### src/prop_pkg.sv
package prop_pkg;

  // Physical array geometry, pixel counts.
  localparam logic [9:0] ARRAY_COLS = 10'h30e;
  localparam logic [8:0] ARRAY_ROWS = 9'h1ec;
  localparam logic [9:0] BLACK_COLS = 10'h01a;
  localparam logic [8:0] BLACK_ROWS = 9'h008;
  localparam logic [9:0] ACT_COLS = 10'h2f1;
  localparam logic [8:0] ACT_ROWS = 9'h1e1;

  // Output window and the mirrored starting points one past it.
  localparam logic [9:0] OUT_COLS = 10'h2f0;
  localparam logic [9:0] BIN_COLS = 10'h178;
  localparam logic [8:0] OUT_ROWS = 9'h1e0;
  localparam logic [8:0] FIELD_ROWS = 9'h0f0;
  localparam logic [9:0] COL_MIR_LEFT = 10'h30a;
  localparam logic [8:0] ROW_MIR_TOP = 9'h1e8;
  localparam logic [8:0] RAW_FIRST = 9'h002;
  localparam logic [8:0] RAW_LAST = 9'h005;

  // Blanking in pixel periods and rows.
  localparam logic [9:0] HBLANK_LEN = 10'h05e;
  localparam logic [9:0] ROW_TIME = 10'h34e;
  localparam logic [5:0] VBLANK_ROWS = 6'h2d;

  // Black-level averaging window.
  localparam logic [8:0] BL_SAMPLES = 9'h100;

  // Register offsets.
  localparam logic [7:0] REG_CTRL = 8'h00;
  localparam logic [7:0] REG_STATUS = 8'h04;
  localparam logic [7:0] REG_BLACK = 8'h08;
  localparam logic [7:0] REG_BRIGHT = 8'h0c;
  localparam int STAT_ERR_BIT = 0;

  typedef enum logic [3:0] {
    PROP_IDLE = 4'h1,
    PROP_VBLANK = 4'h2,
    PROP_LINE = 4'h4,
    PROP_HBLANK = 4'h8
  } prop_state_type;

  typedef struct packed {
    logic interlace;
    logic bin2;
    logic mirror_row;
    logic mirror_col;
    logic raw;
    logic colour;
    logic master;
    logic enable;
  } prop_cfg_type;

  localparam prop_cfg_type CTRL_RST = 8'h00;

  typedef struct packed {
    logic valid;
    logic fvwin;
    logic black;
    logic first_green_pixel;
  } prop_stage_type;

endpackage

### src/prop_readout_port.sv
// Our own choices: the register addresses and the plain strobed port.
`timescale 1ns/1ns
// What this block does
// RL1: Master drives line sync pin; slave uses it as input.
// RL2: Master drives frame sync pin; slave accepts it as input.
// RL3: Line and frame valid are high only around valid pixel data.
// RL4: Pixel data is stable at the rising pixel strobe clock edge.
// RL5: Output enable tristates only the ten data lines.
// RL6: Each pixel leaves as a ten-bit word, bit 0 least significant.
// RL7: Error output comes straight from the stereo error flag.
// RL8: Addressing covers a 782 by 492 physical array.
// RL9: Left 26 columns and top eight rows are black reference pixels.
// RL10: Black rows feed black level; middle four appear in raw mode.
// RL11: Active region 753 by 481 is addressed inside the array.
// RL12: Mirrored readout uses the extra column and row.
// RL13: Binning averages immediate neighbours only, mixing colours.
// RL14: Interlace fields split rows, giving red/green and blue/green fields.
// RL15: Colour bit uses first green pixels for black level; else all.
// RL16: Black and noise correction are identical for every colour.
// RL17: Exposure brightness uses all three colours.
// RL18: Controller should keep colour parts in linear mode.
// RL19: One ten-bit pixel per pixel clock period while line valid.
// RL20: Output enable is active high.
// RL21: Stereo role is latched while idle, stable during streaming.
module prop_readout_port
  import prop_pkg::*;
(
  input logic core_clk_in,
  input logic srst_in,
  input logic [7:0] reg_addr_in,
  input logic [31:0] reg_wdata_in,
  input logic reg_wr_in,
  input logic reg_rd_in,
  output logic [31:0] reg_rdata_out,
  output logic [9:0] array_col_out,
  output logic [8:0] array_row_out,
  input logic [9:0] array_pix_in,
  input logic pixel_oe_in,
  output logic [9:0] pixel_data_out,
  output logic pixel_data_oe_n_out,
  output logic line_valid_out,
  output logic frame_valid_out,
  output logic pixel_strobe_clock_out,
  output logic error_out,
  input logic line_sync_pin_in,
  output logic line_sync_pin_out,
  output logic line_sync_pin_oe_n_out,
  input logic frame_sync_pin_in,
  output logic frame_sync_pin_out,
  output logic frame_sync_pin_oe_n_out
);

  prop_cfg_type ctrl_q;
  prop_cfg_type cfg_q;
  prop_state_type state_q;
  prop_state_type state_d;
  prop_stage_type stage_q;
  prop_stage_type stage_d;
  logic role_q;
  logic pix_clk_q;
  logic [9:0] hcnt_q;
  logic [9:0] hcnt_d;
  logic [8:0] seq_q;
  logic [8:0] seq_d;
  logic [5:0] vcnt_q;
  logic [5:0] vcnt_d;
  logic field_q;
  logic field_d;
  logic go_line;
  logic go_frame;
  logic frame_end;
  logic ls_prev_q;
  logic fs_prev_q;
  logic ls_pend_q;
  logic fs_pend_q;
  logic err_q;
  logic ls_drv_q;
  logic fs_drv_q;
  logic sync_oe_n_q;
  logic [9:0] col_q;
  logic [8:0] row_q;
  logic [9:0] first_q;
  logic [9:0] data_q;
  logic lv_q;
  logic fv_q;
  logic data_oe_n_q;
  logic [31:0] rdata_q;
  logic [28:0] bright_acc_q;
  logic [9:0] bright_q;
  logic [9:0] lv_len_q;
  logic [2:0] pins_s;
  logic [9:0] offset;

  // Pins from outside this clock domain pass two flops first.
  prop_sync2 #(.W(3)) u_pin_sync (
    .clk_in(core_clk_in),
    .srst_in(srst_in),
    .d_in({pixel_oe_in, line_sync_pin_in, frame_sync_pin_in}),
    .q_out(pins_s)
  );

  wire oe_s = pins_s[2];
  wire ls_s = pins_s[1];
  wire fs_s = pins_s[0];
  wire ls_rise = ls_s && !ls_prev_q;
  wire fs_rise = fs_s && !fs_prev_q;

  // The pixel strobe clock is the core clock halved; outputs move on
  // its falling edge so they are settled at the rising one.
  wire launch = pix_clk_q; // [RL4]

  // Row sequence: black rows first, then the active output rows.
  wire in_line = state_q == PROP_LINE;
  wire in_hblank = state_q == PROP_HBLANK;
  wire in_black = seq_q < BLACK_ROWS; // [RL9]
  wire [8:0] act_idx = seq_q - BLACK_ROWS;
  wire [8:0] rows_out = cfg_q.interlace ? FIELD_ROWS : OUT_ROWS;
  wire [8:0] seq_last = BLACK_ROWS + rows_out - 9'h001;
  wire [8:0] r_lin = cfg_q.interlace ? {act_idx[7:0], field_q} : act_idx; // [RL14]
  wire [8:0] row_act = cfg_q.mirror_row ? ROW_MIR_TOP - r_lin
                                        : BLACK_ROWS + r_lin; // [RL12]
  wire [8:0] row_a = in_black ? seq_q : row_act; // [RL11]

  // Columns; binning steps by two and reads the direct neighbour.
  wire [9:0] line_len = cfg_q.bin2 ? BIN_COLS : OUT_COLS;
  wire [9:0] c_lin = cfg_q.bin2 ? {hcnt_q[8:0], 1'b0} : hcnt_q; // [RL13]
  wire [9:0] col_ph = cfg_q.mirror_col ? COL_MIR_LEFT - c_lin
                                       : BLACK_COLS + c_lin; // [RL12]
  wire [9:0] col_nb = cfg_q.mirror_col ? col_q - 10'h001
                                       : col_q + 10'h001; // [RL13]

  // Black columns are sampled during the start of horizontal blanking.
  wire hbk_black = in_hblank && (hcnt_q < BLACK_COLS); // [RL9]
  // Vertical blanking counts past the array width, so its address parks at column 0.
  wire [9:0] col_a = in_line ? col_ph : in_hblank ? hcnt_q : 10'h000; // [RL8]
  wire raw_row = (seq_q >= RAW_FIRST) && (seq_q <= RAW_LAST);
  wire out_started = !in_black || (cfg_q.raw && seq_q >= RAW_FIRST);
  wire fv_span = in_line || (in_hblank && seq_q != seq_last);

  // Middle black rows go out only in raw mode.
  assign stage_d.valid = in_line && (!in_black || (cfg_q.raw && raw_row)); // [RL10]
  assign stage_d.fvwin = fv_span && out_started; // [RL3]
  assign stage_d.black = hbk_black || (in_line && in_black); // [RL10]
  assign stage_d.first_green_pixel = !row_a[0] && col_a[0];

  // Pair average for binning, then one offset for every colour.
  wire [10:0] pair_sum = {1'b0, first_q} + {1'b0, array_pix_in};
  wire [9:0] pix_val = cfg_q.bin2 ? pair_sum[10:1] : first_q; // [RL13]
  wire [10:0] diff = {1'b0, pix_val} - {1'b0, offset};
  wire [9:0] corr = diff[10] ? 10'h000 : diff[9:0]; // [RL16]
  wire [9:0] data_d = !stage_q.valid ? 10'h000
                    : stage_q.black ? pix_val : corr;

  // With the colour bit only first-green dark pixels are averaged.
  wire bl_sample = launch && stage_q.black
                && (!cfg_q.colour || stage_q.first_green_pixel); // [RL15]

  prop_black_level u_black (
    .clk_in(core_clk_in),
    .srst_in(srst_in),
    .restart_in(launch && go_frame),
    .sample_in(bl_sample),
    .pix_in(first_q),
    .offset_out(offset)
  );

  // Readout sequencer, advanced once per pixel period.
  always_comb begin
    state_d = state_q;
    hcnt_d = hcnt_q;
    seq_d = seq_q;
    vcnt_d = vcnt_q;
    field_d = field_q;
    go_line = 1'b0;
    go_frame = 1'b0;
    frame_end = 1'b0;
    unique case (state_q)
      PROP_IDLE: begin
        if (ctrl_q.enable) begin
          state_d = PROP_VBLANK;
          hcnt_d = 10'h000;
          vcnt_d = 6'h00;
        end
      end
      PROP_VBLANK: begin
        hcnt_d = (hcnt_q == ROW_TIME - 10'h001) ? 10'h000 : hcnt_q + 10'h001;
        if (hcnt_q == ROW_TIME - 10'h001 && vcnt_q != VBLANK_ROWS) begin
          vcnt_d = vcnt_q + 6'h01;
        end
        if (!ctrl_q.enable) begin
          state_d = PROP_IDLE;
        end else if (role_q ? vcnt_q == VBLANK_ROWS : fs_pend_q) begin // [RL2]
          state_d = PROP_LINE;
          hcnt_d = 10'h000;
          seq_d = 9'h000;
          go_frame = 1'b1;
          go_line = 1'b1;
        end
      end
      PROP_LINE: begin
        if (hcnt_q == line_len - 10'h001) begin
          state_d = PROP_HBLANK;
          hcnt_d = 10'h000;
        end else begin
          hcnt_d = hcnt_q + 10'h001; // [RL19]
        end
      end
      PROP_HBLANK: begin
        if (hcnt_q < HBLANK_LEN - 10'h001) begin
          hcnt_d = hcnt_q + 10'h001;
        end else if (seq_q == seq_last) begin
          state_d = PROP_VBLANK;
          hcnt_d = 10'h000;
          vcnt_d = 6'h00;
          field_d = cfg_q.interlace && !field_q; // [RL14]
          frame_end = 1'b1;
        end else if (role_q || ls_pend_q) begin // [RL1]
          state_d = PROP_LINE;
          hcnt_d = 10'h000;
          seq_d = seq_q + 9'h001;
          go_line = 1'b1;
        end
      end
      default: state_d = PROP_IDLE;
    endcase
  end

  always_ff @(posedge core_clk_in) begin
    if (srst_in) begin
      state_q <= PROP_IDLE;
      hcnt_q <= 10'h000;
      seq_q <= 9'h000;
      vcnt_q <= 6'h00;
      field_q <= 1'b0;
    end else if (launch) begin
      state_q <= state_d;
      hcnt_q <= hcnt_d;
      seq_q <= seq_d;
      vcnt_q <= vcnt_d;
      field_q <= field_d;
    end
  end

  // The role only follows the control register while idle, so the sync
  // pin direction never flips in the middle of a stream.
  always_ff @(posedge core_clk_in) begin
    if (srst_in) begin
      role_q <= 1'b0;
      cfg_q <= CTRL_RST;
    end else begin
      if (state_q == PROP_IDLE) begin
        role_q <= ctrl_q.master; // [RL21]
      end
      if (state_q == PROP_IDLE || (launch && go_frame)) begin
        cfg_q <= ctrl_q;
      end
    end
  end

  // Slave sync edges are held until the sequencer consumes them; a new
  // edge in the consuming cycle is kept.
  wire err_set = !role_q && ((ls_rise && in_line)
              || (fs_rise && (in_line || in_hblank))); // [RL7]
  wire err_clr = reg_wr_in && reg_addr_in == REG_STATUS
              && reg_wdata_in[STAT_ERR_BIT];

  always_ff @(posedge core_clk_in) begin
    if (srst_in) begin
      ls_prev_q <= 1'b0;
      fs_prev_q <= 1'b0;
      ls_pend_q <= 1'b0;
      fs_pend_q <= 1'b0;
      err_q <= 1'b0;
    end else begin
      ls_prev_q <= ls_s;
      fs_prev_q <= fs_s;
      ls_pend_q <= ls_rise || (ls_pend_q && !(launch && go_line)); // [RL1]
      fs_pend_q <= fs_rise || (fs_pend_q && !(launch && go_frame)); // [RL2]
      err_q <= err_set || (err_q && !err_clr);
    end
  end

  // Master sync pulses last one pixel period at each line and frame.
  always_ff @(posedge core_clk_in) begin
    if (srst_in) begin
      ls_drv_q <= 1'b0;
      fs_drv_q <= 1'b0;
      sync_oe_n_q <= 1'b1;
    end else begin
      sync_oe_n_q <= !role_q; // [RL1] [RL2]
      if (launch) begin
        ls_drv_q <= role_q && go_line; // [RL1]
        fs_drv_q <= role_q && go_frame; // [RL2]
      end
    end
  end

  // Address the pixel on the falling strobe edge, its neighbour after.
  always_ff @(posedge core_clk_in) begin
    if (srst_in) begin
      pix_clk_q <= 1'b0;
      col_q <= BLACK_COLS;
      row_q <= 9'h000;
      stage_q <= '0;
      first_q <= 10'h000;
    end else begin
      pix_clk_q <= !pix_clk_q;
      if (launch) begin
        col_q <= col_a; // [RL8]
        row_q <= row_a; // [RL8]
        stage_q <= stage_d;
      end else begin
        col_q <= col_nb;
        first_q <= array_pix_in;
      end
    end
  end

  // Output word, valids and the data-line enable, all from flops.
  always_ff @(posedge core_clk_in) begin
    if (srst_in) begin
      data_q <= 10'h000;
      lv_q <= 1'b0;
      fv_q <= 1'b0;
      data_oe_n_q <= 1'b1;
      lv_len_q <= 10'h000;
    end else begin
      data_oe_n_q <= !oe_s; // [RL5] [RL20]
      if (launch) begin
        data_q <= data_d; // [RL6] [RL19]
        lv_q <= stage_q.valid; // [RL3]
        fv_q <= stage_q.fvwin; // [RL3]
        if (stage_q.valid) begin
          lv_len_q <= lv_q ? lv_len_q + 10'h001 : 10'h001;
        end
      end
    end
  end

  // Frame brightness over every colour, for exposure and gain loops.
  always_ff @(posedge core_clk_in) begin
    if (srst_in) begin
      bright_acc_q <= 29'h00000000;
      bright_q <= 10'h000;
    end else if (launch && go_frame) begin
      bright_acc_q <= 29'h00000000;
    end else if (launch && frame_end) begin
      bright_q <= bright_acc_q[28] ? 10'h3ff : bright_acc_q[27:18];
    end else if (launch && stage_q.valid && !stage_q.black) begin
      bright_acc_q <= bright_acc_q + {19'h00000, corr}; // [RL17]
    end
  end

  // Register port; unmapped reads return zero.
  wire hit_ctrl = reg_addr_in == REG_CTRL;
  wire hit_stat = reg_addr_in == REG_STATUS;
  wire hit_black = reg_addr_in == REG_BLACK;
  wire hit_bright = reg_addr_in == REG_BRIGHT;
  wire [31:0] stat_word = {27'h0000000, fv_q, state_q != PROP_IDLE,
                           field_q, role_q, err_q};
  wire [31:0] rdata_d = hit_ctrl ? {24'h000000, ctrl_q}
                      : hit_stat ? stat_word
                      : hit_black ? {22'h000000, offset}
                      : hit_bright ? {22'h000000, bright_q}
                      : 32'h00000000;

  always_ff @(posedge core_clk_in) begin
    if (srst_in) begin
      ctrl_q <= CTRL_RST;
      rdata_q <= 32'h00000000;
    end else begin
      rdata_q <= reg_rd_in ? rdata_d : 32'h00000000;
      if (reg_wr_in && hit_ctrl) begin
        ctrl_q <= reg_wdata_in[7:0];
      end
    end
  end

  assign reg_rdata_out = rdata_q;
  assign array_col_out = col_q;
  assign array_row_out = row_q;
  assign pixel_data_out = data_q;
  assign pixel_data_oe_n_out = data_oe_n_q;
  assign line_valid_out = lv_q;
  assign frame_valid_out = fv_q;
  assign pixel_strobe_clock_out = pix_clk_q;
  assign error_out = err_q; // [RL7]
  assign line_sync_pin_out = ls_drv_q;
  assign line_sync_pin_oe_n_out = sync_oe_n_q;
  assign frame_sync_pin_out = fs_drv_q;
  assign frame_sync_pin_oe_n_out = sync_oe_n_q;
endmodule

### src/prop_sync2.sv
`timescale 1ns/1ns
module prop_sync2 #(
  parameter int W = 1
) (
  input logic clk_in,
  input logic srst_in,
  input logic [W-1:0] d_in,
  output logic [W-1:0] q_out
);

  logic [W-1:0] meta_q;

  // Two stages; only the second stage is read by anyone.
  always_ff @(posedge clk_in) begin
    if (srst_in) begin
      meta_q <= '0;
      q_out <= '0;
    end else begin
      meta_q <= d_in;
      q_out <= meta_q;
    end
  end

endmodule

### src/prop_black_level.sv
`timescale 1ns/1ns
module prop_black_level
  import prop_pkg::*;
(
  input logic clk_in,
  input logic srst_in,
  input logic restart_in,
  input logic sample_in,
  input logic [9:0] pix_in,
  output logic [9:0] offset_out
);

  logic [17:0] sum_q;
  logic [8:0] cnt_q;
  wire [17:0] sum_next = sum_q + {8'h00, pix_in};
  wire take = sample_in && (cnt_q != BL_SAMPLES);

  // Averages a fixed number of dark samples per frame; a power of two
  // keeps the divide a plain slice. The old offset holds until done.
  always_ff @(posedge clk_in) begin
    if (srst_in) begin
      sum_q <= 18'h00000;
      cnt_q <= 9'h000;
      offset_out <= 10'h000;
    end else if (restart_in) begin
      sum_q <= 18'h00000;
      cnt_q <= 9'h000;
    end else if (take) begin
      sum_q <= sum_next;
      cnt_q <= cnt_q + 9'h001;
      if (cnt_q == BL_SAMPLES - 9'h001) begin
        offset_out <= sum_next[17:8];
      end
    end
  end

endmodule

### config.mk
export PLATFORM = sky130hd
export DESIGN_NAME = prop_readout_port
export DESIGN_NICKNAME = d
export VERILOG_FILES = /design/src/prop_pkg.sv /design/src/prop_readout_port.sv /design/src/prop_sync2.sv /design/src/prop_black_level.sv
export SDC_FILE = /design/constraint.sdc
export NUM_CORES = 1
export LEC_CHECK = 0
export ABC_AREA = 1
export BUFFER_PORTS_ARGS = -buffer_cell sky130_fd_sc_hd__buf_2
export CAP_MARGIN = 20
export CORE_ASPECT_RATIO = 0.5
export CORE_UTILIZATION = 43
export DETAILED_ROUTE_END_ITERATION = 6
export GPL_TIMING_DRIVEN = 1
export SYNTH_ARGS = -nofsm -noshare
export SYNTH_HDL_FRONTEND = slang
export SYNTH_SLANG_ARGS = --single-unit
### constraint.sdc
create_clock -name core_clk_in -period 8.4 [get_ports core_clk_in]
set_input_delay 1.68 -clock core_clk_in [delete_from_list [all_inputs] [get_ports core_clk_in]]
set_output_delay 1.68 -clock core_clk_in [all_outputs]
set_load 0.005 [all_outputs]
* After elaboration in Yosys (flattened, before gate mapping)
Index checks and enable logic that the tools add are counted.
** Storage, ports and cells
- Flip-flop bits (word level) :: 214
- Input port bits :: 57
- Output and inout port bits :: 70
- Logic and storage cells :: 237
** Operators by class
- $add $sub $neg :: 18
- Magnitude comparators :: 5
- Equal/unequal tests :: 28
- Multiplexer cells :: 59
- Bitwise operators :: 4
- Reduce and logical (&&, ||, !) cells :: 73
** Operator list (count)
- two-way mux 10 bit :: 22
- two-way mux 9 bit :: 9
- one-hot mux 10 bit (4 select lines) :: 1
- logical AND 1 bit :: 32
- adder 29 x 10 -> 29 bit :: 1
- two-way mux 4 bit :: 7
- two-way mux 6 bit :: 4
- adder 10 x 1 -> 10 bit, second input constant :: 2
- subtractor 10 x 1 -> 10 bit, second input constant :: 2
- adder 18 x 10 -> 18 bit :: 1
- adder 4 x 9 -> 9 bit, first input constant :: 2
- adder 9 x 1 -> 9 bit, second input constant :: 2
- one-hot mux 6 bit (3 select lines) :: 1
- one-hot mux 9 bit (2 select lines) :: 1
- == test 8 x 4 -> 1 bit, second input constant :: 2
- two-way mux 8 bit :: 2
- one-hot mux 4 bit (4 select lines) :: 1
- zero test 1 bit :: 13
- logical OR 1 bit :: 12
- != test 2 bit, second input constant :: 6
- AND reduction 6 bit :: 2
- adder 10 x 10 -> 11 bit :: 1
- subtractor 10 x 10 -> 11 bit :: 1
- adder 5 x 10 -> 10 bit, first input constant :: 1
- 41 further kinds :: 59

* Logic depth before layout (Yosys ltp)
Gate-level depths: netlist of run 1.
- Depth after elaboration :: 11
- Mapped depth :: 34
- Mapped depth without buffers :: 34

* Cells and area by module
From an unflattened synthesis of run 1, not the netlist that was laid out.
** Unflattened totals
- Cells, all modules :: 1863
- Area, all modules :: 12441.9 µm²
** Modules (own cells, without submodules)
- prop_readout_port :: instances 1, cells each 1478, area each 9888.2 µm², sequential area each 2982.9 µm²
- prop_black_level :: instances 1, cells each 367, area each 2388.5 µm², sequential area each 740.7 µm²
- prop_sync2 :: instances 1, cells each 18, area each 165.2 µm², sequential area each 120.1 µm²

* Worst setup path after synthesis of run 1
Ideal clock, no wire load.
- Kind :: input-to-reg
- Start point :: input array_pix_in[2]
- End point :: register bright_acc_q[12]
- Library setup time :: 0.127 ns
- Arrival :: 5.577 ns
- Required time :: 8.273 ns
- Path slack :: 2.697 ns
- Stages on the path :: 28
- Buffers on the path :: 0
- Cell sequence :: ha_1 a21oi_1 o21ai_0 a21oi_1 xor2_1 nand2_1 o21a_1 ha_1 nand2_1 nor3_1 nand3_1 nand3_1 inv_1 or2_1 inv_1 ha_1 inv_1 fa_1 inv_1 nand4_1 nand3_1 nand2_1 nand2_1 nand2_1 nand2_1 nand2_1 o21ai_0 a21boi_1
** Between the ends
- Longest elaborated chain between the ends :: 5
** Ends and longest elaborated chain
- start, declared :: RTL line prop_readout_port.sv:37 : input logic [9:0] array_pix_in,
- adder 10 x 10 -> 11 bit :: RTL line prop_readout_port.sv:147 : wire [10:0] pair_sum = {1'b0, first_q} + {1'b0, array_pix_in};
- two-way mux 10 bit :: RTL line prop_readout_port.sv:148 : wire [9:0] pix_val = cfg_q.bin2 ? pair_sum[10:1] : first_q;
- subtractor 10 x 10 -> 11 bit :: RTL line prop_readout_port.sv:149 : wire [10:0] diff = {1'b0, pix_val} - {1'b0, offset};
- two-way mux 10 bit :: RTL line prop_readout_port.sv:150 : wire [9:0] corr = diff[10] ? 10'h000 : diff[9:0];
- adder 29 x 10 -> 29 bit :: RTL line prop_readout_port.sv:350 : bright_acc_q <= bright_acc_q + {19'h00000, corr};
- end signal, assigned :: RTL line prop_readout_port.sv:350
- end, declared :: RTL line prop_readout_port.sv:88 : logic [28:0] bright_acc_q;
No other way between the ends.
A chain may end at the register's enable or synchronous reset.

* Final worst setup path of run 1
- Start point :: input array_pix_in[0]
- End point :: register bright_acc_q[12]
Same word-level chain as after synthesis.

==> impl_metrics.ini, run 1 <==
[global_route]
grt_max_degree = 48
grt_util_met2 = 0.404
grtUsageTotal = 0.237
antenna_found_initial = 2
grt_pass1_vias = 10900
grt_pass1_wl_um = 55700
grt.busiest_layer = met2
gr-usage-met3 = 0.0480
use_met1 = 0.306
grt-ovfl-total = 0

[critical_path]
cp_slowest_stage_delay_ns = 0.44
path_common_cell = nand2_1
crit_type = input port to flip-flop
cp_slowest_cell = ha_1
crit_start = array_pix_in[0]
critPathTopFamily = simple AND/OR/NAND/NOR gates
timing.rr.start = cfg_q[6]
required_ns = 8.74
critPathLaunchType = input port
reg2reg_slack_ns = 2.79
path_buf_inv = 6
end_kind = flip-flop
arrival_ns = 6.64
path_max_fanout = 8

[sta]
rsz0062_at_grt = false
hold_violations = 0
fmax_ghz = 0.159
finalCriticalPeriod_ns = 6.30
drv_slew = 0
max_slew_margin = 0.352
tns_ns = 0
worst_clock_skew_ns = 0.0136
tightest_slew_ns = 0.970
whs_ns = 0.375
setup_viol = 0
fin_crit_sh = 0.750

[yosys]
syn_avg_cell_area_um2 = 6.75
synthCells = 1836
synth_cell_types = 64
synth.cell_area_um2 = 12400
seq_area_frac_synth = 0.310
synthFlopType = dfxtp_1
ys_seq_elements = 192
async_flop_share = 0
synth-edff-count = 0
yosysWarnings = 0

[cells_and_area]
register_area_um2 = 3840
multi_input_area_um2 = 7260
area.growth.synth_to_final_pct = 9.75
final_nets = 2019
fill_cells = 2952
diodes = 0
drive_gt1_frac = 0.0973
layout_commonest_cell = nand2_1
final_cell_mix = 434 x nand2_1, 238 x inv_1, 192 x dfxtp_1

[floorplan]
initial_core_util = 0.442
die_h_um = 122
std_cell_rows = 43
core_um2 = 28000
die_w_um = 242
ios = 127
die_area_um2 = 29500

[routing]
final_antenna_net_count = 0
route.detailed.drc = 0
first_pass_iters = 6
drtIter0Drc = 632
num_vias = 11700
wl_um = 33900
via_per_inst = 5.11
drt-wirelength-per-cell_um = 14.8

[placement]
place.gp.congestion = 0.947
dp_hpwl_um = 25600
numPortBuffers = 80

[cts]
cts_buffers = 17
tritoncts = yes
htree_levels = 4
cts_resized = 0
cts_setup_buffers = 0
hold_buffers = 0
cts_sinks = 192
clk_path_buf_depth = 2
clk_pin_slew_worst_paths_ns = 0.07
clock_latency_ns = 0.46
clockRootBuffer = clkbuf_16

[power]
p_leak_uw = 0.00626
powerDensity_nw_per_um2 = 175
ir_drop_mv = 0.150

[worst_hold_path]
hp-class = flip-flop to flip-flop
worstHoldStart = u_pin_sync.q_out[2]

[job]
max-cap-violations = 0

[outcome]
status = finished clean
## worst register-to-register path: stages, from the launching register on
cell      delay, ns
dfxtp_1        0.92
inv_1          0.61
o21ai_0        0.59
ha_1           0.29
inv_1          0.08
nor3_1         0.23
nand3_1        0.10
nand3_1        0.25
inv_1          0.15
or2_1          0.23
inv_1          0.11
ha_1           0.19
inv_1          0.08
fa_1           0.43
inv_1          0.08
nand4_1        0.09
nand3_1        0.21
nand2_1        0.08
nand2_1        0.13
nand2_1        0.07
nand2_1        0.13
nand2_1        0.09
o21ai_0        0.25
a21boi_1       0.09
## sequential cells by signal, summed over array words and instances (netlist names), 6 cells and up
register,count
bright_acc_q,29
first_q,10
seq_q,9
u_black.cnt_q,9
u_black.sum_q,18
vcnt_q,6
pixel_data_out,10
array_row_out,9
ctrl_q,8
hcnt_q,10
array_col_out,10
bright_q,10
cfg_q,6
u_black.offset_out,10
reg_rdata_out,10
## cells in the mapped netlist, types with 10 or more instances
master	n	area share
inv_1	238	0.072
nand4_1	27	0.014
o21ai_1	12	0.0048
a21oi_2	10	0.0071
inv_2	10	0.0030
nand2_2	15	0.0076
o211ai_1	11	0.0067
buf_2	18	0.0073
or2_2	11	0.0056
xor2_1	55	0.039
nor4_1	11	0.0056
clkbuf_1	17	0.0051
ha_1	68	0.069
a211oi_1	10	0.0061
dfxtp_1	192	0.31
nor3_1	23	0.0093
nand3_1	93	0.038
o21ai_0	124	0.050
buf_4	29	0.018
nor2_1	165	0.050
a21oi_1	139	0.056
nand2_1	434	0.13
## cells by family (layout without fill, tap and decap cells)
kind of cell | after synthesis | in the layout | synth area share
buffers and inverters | 325 | 370 | 0.111
adders and majority gates | 73 | 73 | 0.0767
and+or+nand+nor | 804 | 804 | 0.280
other | 1 | 22 | 0.000303
DFF | 192 | 192 | 0.310
AOI/OAI and AO/OA | 376 | 376 | 0.176
xor gates and xnor gates | 63 | 63 | 0.0445
muxes | 2 | 2 | 0.00162
## cell type report
type	instances	area share
clock inverter	14	0.0142
timing repair buffer	86	0.0327
tap	382	0.0351
inverter	252	0.0696
clock buffer	18	0.0323
multi-input combinational	1340	0.533
sequential	192	0.283
## routing by layer
metal / share of wire / vias to the layer above
met5: 0 / -
met4: 0.016 / 0
met3: 0.041 / 41
met2: 0.46 / 220
met1: 0.48 / 5341
li1: - / 6077
## stage by stage
step / cell area, um^2 / total power (uW) / util / worst slack [ns] / std cells
finish: 13600 / 2380 / 0.485 / 2.10 / 2284
detailed placement: 13000 / 1500 / 0.463 / 1.65 / 2252
floorplan: 12500 / 1370 / - / 2.70 / 1857
global route: 13600 / 2520 / 0.485 / 1.55 / 2284
global placement: 13000 / 1490 / 0.463 / 1.71 / 2252
CTS: 13600 / 2400 / 0.485 / 2.14 / 2284
## final timing paths
path / endpoint / cells past startpoint
max: bright_acc_q[12] / 33
min: pixel_data_oe_n_out / 1
max reg2reg: bright_acc_q[12] / 23
min reg2reg: pixel_data_oe_n_out / 1
## report_power, final
group | internal [uW] | switching (uW)
Combinational | 173 | 341
Clock | 489 | 405
Sequential | 933 | 36.6
Note: power is estimated with default switching activity, not from simulation.
==> run 2, diff against run 1 <==
clock period = 5.2 ns   (was 8.4 ns; I/O delays follow)
==> impl_metrics.ini, run 2 (synthesis results as in run 1) <==
[outcome]
status = finished clean

[floorplan]
die_h_um = 122
die_area_um2 = 29500
initial_core_util = 0.442
die_w_um = 242
ios = 127
core_um2 = 28000
std_cell_rows = 43

[routing]
route.detailed.drc = 0
final_antenna_net_count = 0
drt-wirelength-per-cell_um = 14.6
drtIter0Drc = 703
num_vias = 12100
first_pass_iters = 5
met3_length_um = 1370
m1WireLength_um = 16900
top_layer = met4
wl_um = 34700
via_per_inst = 5.09
wl_met2_um = 15700

[cells_and_area]
fill_cells = 2909
final_cell_mix = 432 x nand2_1, 238 x inv_1, 192 x dfxtp_1
area.growth.synth_to_final_pct = 15.8
final_nets = 2106
diodes = 0
largest_register_ffs = 29
top_regs = bright_acc_q (29), u_black.sum_q (18)
regMostFlops = bright_acc_q
drive_gt1_frac = 0.145
layout_commonest_cell = nand2_1

[worst_hold_path]
hp-class = flip-flop to flip-flop
hold_depth = 1

[global_route]
antenna_found_initial = 0
grtUsageTotal = 0.237
grt-ovfl-total = 0
grt_pass1_wl_um = 55500
grt_max_degree = 58
grt_pass1_vias = 10900

[cts]
cts_sinks = 192
clk_pin_slew_worst_paths_ns = 0.07
hold_buffers = 0
clk_path_buf_depth = 2
htree_levels = 4
clock_latency_ns = 0.46
cts_buffers = 17
clockRootBuffer = clkbuf_16
tritoncts = yes

[sta]
rsz0062_at_grt = false
tightest_slew_ns = 0.956
fmax_ghz = 0.209
whs_ns = 0.385
worst_clock_skew_ns = 0.0104
max_slew_margin = 0.362
finalCriticalPeriod_ns = 4.79
fin_crit_sh = 0.921
setup_slack_ns = 0.409
drv_slew = 0
hold_violations = 0
setup_viol = 0
tns_ns = 0

[critical_path]
cp_slowest_stage_delay_ns = 0.37
crit_type = input port to flip-flop
path_max_fanout = 4
reg2reg_depth = 34
end_kind = flip-flop
reg2reg_slack_ns = 0.73
arrival_ns = 5.17
path_common_cell = nand2_1
required_ns = 5.58
critPathLaunchType = input port
cp_slowest_cell = fa_2

[power]
total_power_uw = 4070
p_leak_uw = 0.00672
ir_drop_mv = 0.250
powerDensity_nw_per_um2 = 283

[placement]
numPortBuffers = 80
place.gp.congestion = 0.936
dp_hpwl_um = 26100
place_ws_ns = -0.336

[job]
max-cap-violations = 0
==> run 2: per-stage QoR <==
stage	instance area [um^2]	std cells	util
6_report	14300	2371	0.512
5_1_grt	14300	2371	0.512
4_1_cts	14300	2369	0.508
3_5_place_dp	13600	2337	0.485
3_3_place_gp	13600	2337	0.485
2_1_floorplan	12500	1857	-
==> run 2: area by class of cell <==
| cell class | instances | area [um^2] | area share |
|---|---|---|---|
| multi-input cells | 1340 | 7340 | 0.511 |
| flip-flops and latches | 192 | 3840 | 0.268 |
| repair buffers | 173 | 1100 | 0.0766 |
| inverters | 252 | 947 | 0.0660 |
| well taps | 382 | 478 | 0.0333 |
| clock buffers | 17 | 425 | 0.0296 |
| clock inverters | 15 | 219 | 0.0153 |
==> run 2: critical path: cells and delay by family <==
family          cells  cell delay, ns
xor+xnor            1            0.15
compound gates      2            0.25
fa+ha+maj           4            1.19
simple gates       20            1.82
buf+inv             8            0.71
==> run 2: path summary, 6_finish.rpt <==
kind / start / endpoint
setup / recovery: array_pix_in[0] / bright_acc_q[24]
setup reg to reg: first_q[0] / bright_acc_q[24]
hold / removal: u_pin_sync.q_out[2] / pixel_data_oe_n_out
hold reg to reg: u_pin_sync.q_out[2] / pixel_data_oe_n_out
==> run 2: routing by layer <==
layer | global-route usage | up-vias
li1 | - | 6259
met5 | 0 | -
met3 | 0.0405 | 45
met1 | 0.314 | 5513
met2 | 0.395 | 240
met4 | 0.0783 | 0
==> run 2: power by group <==
part	switching, uW	total (uW)	internal (uW)
logic	602	1040	436
clock network	651	1470	821
registers	49.1	1560	1510
==> run 2: timing repair <==
action | CTS | global route
setup endpoints to repair | 0 | 22
resized for setup | 0 | 24
setup buffers | 0 | 2
